===== config.mk =====
export PLATFORM = sky130hd
export DESIGN_NAME = lcdl_top
export DESIGN_NICKNAME = d
export VERILOG_FILES = /design/src/rtl/lcdl_pkg.sv /design/src/rtl/lcdl_ram.sv /design/src/rtl/lcdl_top.sv
export VERILOG_INCLUDE_DIRS = /design/src /design/src/rtl
export SDC_FILE = /design/constraint.sdc
export NUM_CORES = 1
export LEC_CHECK = 0
export BUFFER_PORTS_ARGS = -buffer_cell sky130_fd_sc_hd__buf_2
export CORE_UTILIZATION = 30
export DETAILED_ROUTE_END_ITERATION = 8
export PLACE_DENSITY = 0.45
export SLEW_MARGIN = 20
export SYNTH_ARGS = -nofsm -noshare
export SYNTH_HDL_FRONTEND = slang
export SYNTH_SLANG_ARGS = --single-unit

===== constraint.sdc =====
create_clock -name mclk -period 2.5 [get_ports mclk]
set_input_delay 0.25 -clock mclk [delete_from_list [all_inputs] [get_ports mclk]]
set_output_delay 0.25 -clock mclk [all_outputs]
set_load 0.01 [all_outputs]

===== src/rtl/lcdl_consts.svh =====
`ifndef LCDL_CONSTS_SVH
`define LCDL_CONSTS_SVH
// Bus address of the loader (seven bits)
`define LCDL_SLAVE_ADDR 7'h38
// Display memory geometry
`define LCDL_RAM_WORDS 6'h23
`define LCDL_RAM_BITS 4
// Drive mode codes held in the mode field
`define LCDL_MODE_1TO4 2'h0
`define LCDL_MODE_STATIC 2'h1
`define LCDL_MODE_1TO2 2'h2
`define LCDL_MODE_1TO3 2'h3
// Command byte fields
`define LCDL_CONT_BIT 7
`define LCDL_OP_MODE 2'h2
`define LCDL_OP_SELECT 4'hc
`define LCDL_OP_BLINK 4'he
`define LCDL_OP_SLEEP 4'hf
// Reset values
`define LCDL_RST_MODE 2'h0
`define LCDL_RST_PTR 6'h00
`define LCDL_RST_SUB 3'h0
`define LCDL_RST_BLINK 3'h0
// Bit count of one byte on the wire
`define LCDL_BYTE_BITS 4'h8
`endif


===== src/rtl/lcdl_pkg.sv =====
package lcdl_pkg;
  typedef enum logic [2:0] {
    LCDL_IDLE, LCDL_ADDR, LCDL_CMD, LCDL_DATA, LCDL_SKIP
  } lcdl_phase_type;
  typedef enum logic [2:0] {
    LCDL_C_NONE, LCDL_C_MODE, LCDL_C_PTR, LCDL_C_BLINK, LCDL_C_SLEEP,
    LCDL_C_SELECT
  } lcdl_cmd_type;
endpackage


===== src/rtl/lcdl_ram.sv =====
`timescale 1ns/1ns
`include "lcdl_consts.svh"
module lcdl_ram import lcdl_pkg::*; #(
  parameter int WORDS = 35,
  parameter int BITS = 4
) (
  input wire logic clk, // System clock
  input wire logic we, // Write strobe
  input wire logic [5:0] waddr, // Write word address
  input wire logic [BITS-1:0] wdata, // Write data
  input wire logic [BITS-1:0] wmask, // Bits that take wdata
  input wire logic [5:0] raddr, // Read word address
  output logic [BITS-1:0] rdata // Registered read data
);
  // One bit-plane per backplane, so each plane has a single writer;
  // no reset, display content is undefined at power up
  genvar b;
  generate
    for (b = 0; b < BITS; b++) begin : g_bit
      logic plane [WORDS]; // One bit of every word
      // Masked write so uncovered bits keep their value
      always_ff @(posedge clk) begin
        if (we && waddr < 6'(WORDS) && wmask[b]) begin
          plane[waddr] <= wdata[b];
        end
      end
      // Registered read, out of range reads as zero
      always_ff @(posedge clk) begin
        if (raddr < 6'(WORDS)) begin
          rdata[b] <= plane[raddr];
        end else begin
          rdata[b] <= 1'b0;
        end
      end
    end
  endgenerate
endmodule // lcdl_ram


===== src/rtl/lcdl_top.sv =====
`timescale 1ns/1ns
`include "lcdl_consts.svh"
module lcdl_top import lcdl_pkg::*; #(
  parameter int RAM_WORDS = 35,
  parameter int RAM_BITS = 4
) (
  input wire logic mclk, // 250 MHz clock
  input wire logic rst, // Synchronous reset, high
  input wire logic scl_in, // Bus clock level
  input wire logic sda_in, // Bus data level
  output logic sda_out, // Bus data drive value
  output logic sda_oe_n, // Low while driving data
  input wire logic [2:0] hw_subaddr, // Strapped sub-address
  input wire logic [5:0] disp_addr, // Display scan word address
  output logic [3:0] disp_data, // Display word, 1 = segment on
  output logic [1:0] mux_mode, // Drive mode code
  output logic bias_third, // Bias selection bit
  output logic display_on, // Display enabled and awake
  output logic display_clk_run, // Display clock allowed
  output logic [2:0] blink_mode, // Blink setting
  output lcdl_cmd_type cmd_type, // Last decoded command
  output logic [5:0] data_ptr, // Current data pointer
  output logic sleeping // Sleep state
);
  typedef struct packed {
    lcdl_phase_type phase; // Transfer phase
    logic scl_q; // Previous bus clock
    logic sda_q; // Previous bus data
    logic [7:0] shift; // Receive shifter
    logic [3:0] bitcnt; // Bits in current byte
    logic ack_want; // Acknowledge this byte
    logic ack_on; // Inside acknowledge bit
    logic sda_out; // Pin value
    logic sda_oe_n; // Pin enable, low drives
    logic [1:0] mode; // Drive mode
    logic bias; // Bias bit
    logic enable; // Display enable
    logic [2:0] blink; // Blink setting
    logic [5:0] ptr; // Data pointer
    logic [2:0] sub_sel; // Selected sub-address
    logic sleep_req; // Sleep bit from command
    logic sleeping; // Sleep state
    lcdl_cmd_type cmd; // Last command
    logic wr_act; // Byte spread in progress
    logic [2:0] wr_idx; // Word within byte
    logic [7:0] wr_byte; // Byte being spread
    logic [5:0] wr_base; // Pointer at byte start
    logic ram_we; // Memory write strobe
    logic [5:0] ram_addr; // Memory word
    logic [3:0] ram_data; // Memory data
    logic [3:0] ram_mask; // Memory bit mask
    logic disp_on; // Display on output
    logic clk_run; // Display clock allowed
  } lcdl_state_type;

  lcdl_state_type st_reg, st_next;
  logic [3:0] rd_data; // Registered display word

  // Bits per word for a mode; used by pack, words_per_byte has its own table
  function automatic logic [2:0] bits_per_word(input logic [1:0] m);
    case (m)
      `LCDL_MODE_STATIC: bits_per_word = 3'h1;
      `LCDL_MODE_1TO2: bits_per_word = 3'h2;
      `LCDL_MODE_1TO3: bits_per_word = 3'h3;
      default: bits_per_word = 3'h4;
    endcase
  endfunction

  // Words one byte occupies in a mode
  function automatic logic [2:0] words_per_byte(input logic [1:0] m);
    case (m)
      `LCDL_MODE_STATIC: words_per_byte = 3'h0; // 8, wraps to 0
      `LCDL_MODE_1TO2: words_per_byte = 3'h4;
      `LCDL_MODE_1TO3: words_per_byte = 3'h3;
      default: words_per_byte = 3'h2;
    endcase
  endfunction

  // Mask and data for word w: byte bits taken MSB first, column-wise
  function automatic logic [7:0] pack(input logic [7:0] b,
                                      input logic [2:0] k,
                                      input logic [2:0] w);
    logic [2:0] col;
    logic [2:0] row;
    logic [3:0] m;
    logic [3:0] d;
    col = 3'h0;
    row = 3'h0;
    m = 4'h0;
    d = 4'h0;
    for (int j = 7; j >= 0; j--) begin
      if (col == w) begin
        m[row[1:0]] = 1'b1;
        d[row[1:0]] = b[j];
      end
      if (row == k - 3'h1) begin
        row = 3'h0;
        col = col + 3'h1;
      end else begin
        row = row + 3'h1;
      end
    end
    pack = {m, d};
  endfunction

  // Pointer step with wrap inside the memory
  function automatic logic [5:0] step_ptr(input logic [5:0] p,
                                          input logic [1:0] m);
    logic [6:0] s;
    s = {1'b0, p} + ((m == `LCDL_MODE_STATIC) ? 7'h08 :
        {4'h0, words_per_byte(m)});
    if (s >= {1'b0, `LCDL_RAM_WORDS}) begin
      s = s - {1'b0, `LCDL_RAM_WORDS};
    end
    step_ptr = s[5:0];
  endfunction

  // Whole next-state logic
  always_comb begin
    logic start_c;
    logic stop_c;
    logic rise;
    logic fall;
    logic [7:0] b;
    logic [7:0] pk;
    logic [2:0] last_w;
    st_next = st_reg;
    start_c = st_reg.scl_q && scl_in && st_reg.sda_q && !sda_in;
    stop_c = st_reg.scl_q && scl_in && !st_reg.sda_q && sda_in;
    rise = !st_reg.scl_q && scl_in;
    fall = st_reg.scl_q && !scl_in;
    b = {st_reg.shift[6:0], sda_in};
    pk = 8'h00;
    last_w = 3'h0;
    st_next.scl_q = scl_in;
    st_next.sda_q = sda_in;
    st_next.ram_we = 1'b0;
    // Spread a data byte over its words, one word per cycle
    if (st_reg.wr_act) begin
      pk = pack(st_reg.wr_byte, bits_per_word(st_reg.mode),
                st_reg.wr_idx);
      st_next.ram_we = 1'b1;
      st_next.ram_addr = st_reg.wr_base + {3'h0, st_reg.wr_idx};
      st_next.ram_mask = pk[7:4];
      st_next.ram_data = pk[3:0];
      last_w = words_per_byte(st_reg.mode) - 3'h1;
      st_next.wr_idx = st_reg.wr_idx + 3'h1;
      if (st_reg.wr_idx == last_w) begin
        st_next.wr_act = 1'b0;
      end
    end
    if (start_c) begin
      // Start or repeated start: expect an address
      st_next.phase = LCDL_ADDR;
      st_next.bitcnt = 4'h0;
      st_next.ack_on = 1'b0;
      st_next.sda_oe_n = 1'b1;
    end else if (stop_c) begin
      // Transfer ends; pending sleep now takes hold
      st_next.phase = LCDL_IDLE;
      st_next.sda_oe_n = 1'b1;
      if (st_reg.phase != LCDL_IDLE && st_reg.sleep_req) begin
        st_next.sleeping = 1'b1;
      end
    end else if (st_reg.phase == LCDL_IDLE ||
                 st_reg.phase == LCDL_SKIP) begin
      st_next.sda_oe_n = 1'b1;
    end else if (rise && st_reg.bitcnt != `LCDL_BYTE_BITS) begin
      st_next.shift = b;
      st_next.bitcnt = st_reg.bitcnt + 4'h1;
      if (st_reg.bitcnt == `LCDL_BYTE_BITS - 4'h1) begin
        st_next.ack_want = 1'b1;
        if (st_reg.phase == LCDL_ADDR) begin
          // Only a write to our address is answered
          if (b[7:1] == `LCDL_SLAVE_ADDR && !b[0]) begin
            st_next.phase = LCDL_CMD;
          end else begin
            st_next.ack_want = 1'b0;
          end
        end else if (st_reg.phase == LCDL_CMD) begin
          st_next.sleeping = 1'b0;
          if (!b[`LCDL_CONT_BIT]) begin
            st_next.phase = LCDL_DATA;
          end
          // Command decode
          if (!b[6]) begin
            st_next.cmd = LCDL_C_PTR;
            st_next.ptr = b[5:0];
          end else if (b[6:5] == `LCDL_OP_MODE) begin
            st_next.cmd = LCDL_C_MODE;
            st_next.enable = b[3];
            st_next.bias = b[2];
            st_next.mode = b[1:0];
          end else if (b[6:3] == `LCDL_OP_SELECT) begin
            st_next.cmd = LCDL_C_SELECT;
            st_next.sub_sel = b[2:0];
          end else if (b[6:3] == `LCDL_OP_BLINK) begin
            st_next.cmd = LCDL_C_BLINK;
            st_next.blink = b[2:0];
          end else if (b[6:3] == `LCDL_OP_SLEEP) begin
            st_next.cmd = LCDL_C_SLEEP;
            st_next.sleep_req = b[0];
          end else begin
            st_next.cmd = LCDL_C_NONE; // Unused code, still acked
          end
        end else if (st_reg.sub_sel == hw_subaddr) begin
          // Data byte for this device; step pointer as the spread starts
          st_next.wr_act = 1'b1;
          st_next.wr_idx = 3'h0;
          st_next.wr_byte = b;
          st_next.wr_base = st_reg.ptr;
          st_next.ptr = step_ptr(st_reg.ptr, st_reg.mode);
        end
      end
    end else if (fall && st_reg.bitcnt == `LCDL_BYTE_BITS) begin
      if (!st_reg.ack_on) begin
        // Acknowledge slot opens
        st_next.ack_on = 1'b1;
        st_next.sda_out = 1'b0;
        st_next.sda_oe_n = !st_reg.ack_want;
      end else begin
        // Slot over; release the line
        st_next.ack_on = 1'b0;
        st_next.sda_oe_n = 1'b1;
        st_next.bitcnt = 4'h0;
        if (!st_reg.ack_want) begin
          st_next.phase = LCDL_SKIP;
        end
      end
    end
    // Blank and stop display clock while asleep
    st_next.disp_on = st_next.enable && !st_next.sleeping;
    st_next.clk_run = !st_next.sleeping;
  end

  // State register
  always_ff @(posedge mclk) begin
    if (rst) begin
      st_reg <= '0; // Idle phase and no command are the zero codes
      st_reg.scl_q <= 1'b1;
      st_reg.sda_q <= 1'b1;
      st_reg.sda_out <= 1'b1;
      st_reg.sda_oe_n <= 1'b1;
      st_reg.mode <= `LCDL_RST_MODE;
      st_reg.ptr <= `LCDL_RST_PTR;
      st_reg.sub_sel <= `LCDL_RST_SUB;
      st_reg.blink <= `LCDL_RST_BLINK;
      st_reg.clk_run <= 1'b1;
    end else begin
      st_reg <= st_next;
    end
  end
  // Display memory, 35 x 4
  lcdl_ram #(
    .WORDS(RAM_WORDS),
    .BITS(RAM_BITS)
  ) u_ram (
    .clk(mclk),
    .we(st_reg.ram_we),
    .waddr(st_reg.ram_addr),
    .wdata(st_reg.ram_data),
    .wmask(st_reg.ram_mask),
    .raddr(disp_addr),
    .rdata(rd_data)
  );

  // Outputs straight from flops
  assign sda_out = st_reg.sda_out;
  assign sda_oe_n = st_reg.sda_oe_n;
  assign disp_data = rd_data;
  assign mux_mode = st_reg.mode;
  assign bias_third = st_reg.bias;
  assign display_on = st_reg.disp_on;
  assign display_clk_run = st_reg.clk_run;
  assign blink_mode = st_reg.blink;
  assign cmd_type = st_reg.cmd;
  assign data_ptr = st_reg.ptr;
  assign sleeping = st_reg.sleeping;
endmodule // lcdl_top


==> summary.txt <==
Netlist cell types: 73
RSZ-0062 raised after global routing: false
Synthesized area: 0.0108 mm2
Syn Nets: 1043
First-pass GRT wire length: 43800 um
Largest net degree at the start of global routing: 42
Drt drc: 0
Final WS setup: 0.116 ns
Power per cell area: 605 mW/mm2
First-pass detailed-route iteration total: 5
Vias/cell: 4.90
Layout cells sized above 1: 23.0%
Fin crit period: 2.38 ns
VDD IR max: 0.000460 V
Yosys warns: 0
Critical path endpoint category: flop
Top post-synthesis cells by area: edfxtp_1 (39%), dfxtp_1 (15%), mux4_2 (8.3%), nor2_1 (7.3%), nand2_1 (4.1%)
Part of the cycle the worst path needs: 95.4%
Die W: 192 um
Hold endpoint: u_ram.rdata[3]
Clk root buf: clkbuf_16
Reg2Reg Setup Slack: 0.12 ns
Cell area after placement: 0.0118 mm2
Ys flop type: edfxtp_1
Max-slew violations: 0
Max Clock Freq: 419 MHz
Core ar.: 0.0355 mm2
Synth-to-layout area growth: 19.7%
Synth top cells by count: nor2_1 (211), edfxtp_1 (140), nand2_1 (119), dfxtp_1 (80), a21oi_1 (49)
Routed Wire Length: 27700 um
Tot GR Track Use: 15.4%
Max transition margin: 58.2%
Die Y: 192 um
Starting Density: 30.4%
Reg2Reg Depth: 11
Ant. Diodes: 0
Number of global-route vias before repair: 7624
Global route total overflow: 0
Clock Skews: 0.00998 ns
Ports: 37
Total CTS buffers: 25
Register area share after synthesis: 53.8%
Synth top area share: 38.9%
DRT iter0 DRCs: 343
HP Class: input port to flop
Ys async rst share: 0%
Vias: 7632
Worst-Margin Slew: 0.625 ns
Final #Nets: 1111
Syn Area/Cell: 10.7 um2
# fillers: 3550
Longest Clk Path Bufs: 3
Most common cell in the netlist: nor2_1
Most area-hungry cell type in the Yosys netlist: edfxtp_1
Critical path startpoint: mux_mode[0]
Row Count: 69
Post-synth EDFFs: 140
Later-pin clock latency in the skew report: 0.53 ns
R2R Path End: data_ptr[4]
ANT nets after route: 0
Post-route cell area: 0.0129 mm2
Critical path class: flop to flop
Cell count after synthesis: 1008
Hold Path Depth: 4
H-tree depth: 1
Pleak: 0.00433 uW
Clock-pin slew on the worst setup and hold paths: 0.06 ns
Max reg flops: 140
Setup violations, final: 0
Reg2reg start: mux_mode[0]
Final GP Congestion: 0.785
Final hold violation count: 0
Crit-path max FO: 4
Startpoint types: flop
Max-cap check violation count: 0
Arrival time at the worst endpoint: 2.85 ns
DP Worst Slack: -0.0567 ns
#FFs+latches synth: 220
Die Area: 0.0368 mm2
Critical Path RT: 2.96 ns
Hold path startpoint: disp_addr[3]
DP HPWL: 18800 um
TritonCTS clock tree: done
PortBufs: 36
Setup TNS: 0 ns
Initial antenna violation count: 0
CTS Sinks: 220
Status: completed
Avg WL per Cell: 17.8 um
[report_power, final]
group	switching (uW)	total, uW	internal (uW)
Clock	1510	3750	2240
Combinational	129	242	113
Sequential	5.95	3830	3820
[per-stage QoR]
step	util (%)	std cells	hold slack, ns	power [uW]
after floorplan	-	1008	0.354	4070
after global placement	33.2	1504	0.448	4160
after detailed placement	33.2	1504	0.453	4160
after CTS	35.8	1552	0.0756	7910
after global routing	36.4	1556	0.108	8080
final	36.4	1556	0.0957	7820
[cells by family (layout without fill, tap and decap cells)]
| kind of cell | count (synthesis) | in the layout | share of synthesized area (%) |
|---|---|---|---|
| AO/OA/AOI/OAI | 134 | 134 | 7.96 |
| XOR/XNOR | 29 | 29 | 2.42 |
| adder cells (fa/ha/maj) | 23 | 23 | 2.78 |
| buffers and inverters | 94 | 181 | 4.11 |
| flip-flops | 220 | 220 | 53.8 |
| multiplexers | 64 | 64 | 10.6 |
| AND/OR/NAND/NOR | 444 | 444 | 18.4 |
[worst max-delay path, cell delays in order, from the launching register on]
cell       delay [ns]
dfxtp_4          0.36
ha_2             0.18
ha_2             0.17
inv_1            0.05
fa_2             0.39
nand2b_4         0.16
a21oi_4          0.18
xnor2_2          0.11
buf_4            0.15
a2111oi_2        0.32
o211ai_1         0.12
a21oi_1          0.12
[routing by layer]
metal	GRT usage (%)	wire length [um]	up-vias
met5	0	0	-
met4	3.17	474	0
met3	1.99	810	27
met2	27.1	13800	101
met1	20.2	12600	3774
li1	-	-	3730
[placed cells by master (no fill, tap or decap), types with 4 or more instances in the layout]
cell / synthesis / layout
nor4_1: 7 / 6
or3_1: 6 / 6
a21oi_1: 49 / 45
a211oi_1: 7 / 7
mux4_2: 40 / 40
clkbuf_1: 38 / 4
nor2_1: 211 / 210
nand3b_1: 8 / 8
ha_1: 20 / 10
and3_1: 4 / 4
and2_1: 4 / 4
buf_4: 17 / 75
clkbuf_8: 0 / 13
o211ai_1: 6 / 6
nand2b_1: 10 / 9
mux2i_1: 22 / 21
inv_1: 19 / 16
nor3_1: 14 / 13
nor2b_1: 12 / 12
clkbuf_16: 0 / 25
nand4_1: 5 / 5
a31oi_1: 6 / 5
ha_4: 0 / 5
ha_2: 0 / 5
o21ai_0: 21 / 20
edfxtp_1: 140 / 140
dfxtp_1: 80 / 78
a22oi_1: 6 / 6
nand3_1: 16 / 16
nand2_1: 119 / 118
a311oi_1: 5 / 4
nor3b_1: 8 / 7
xor2_1: 14 / 13
xnor2_1: 14 / 11
o21ai_1: 4 / 5
buf_2: 8 / 36
[area by class of cell]
cell class	count	area [um2]	area share [%]
clock buffers	43	827	6.40
repair buffers	116	825	6.38
clock inverters	3	28.8	0.223
flip-flops and latches	220	5810	45.0
multi-input cells	694	4780	37.0
inverters	19	71.3	0.552
well taps	461	577	4.46
[timing repair]
action,4_1_cts,5_1_grt
endpoints found under the hold margin,1,0
resized for setup,6,42
buffers inserted,1,4
hold buffers,1,0
setup endpoints to repair,7,11
pin swaps,2,17
[how the worst max path moves through the flow]
stage	endpoint	slack (ns)	depth (start not counted)
floorplan	data_ptr[1]	0.002	10
global placement	st_reg[2]	-0.08	11
detailed placement	st_reg[2]	-0.06	11
CTS	data_ptr[5]	0.007	11
global route	data_ptr[5]	0.0003	11
finish	data_ptr[4]	0.12	11
Power figures use the tool's default switching activity.
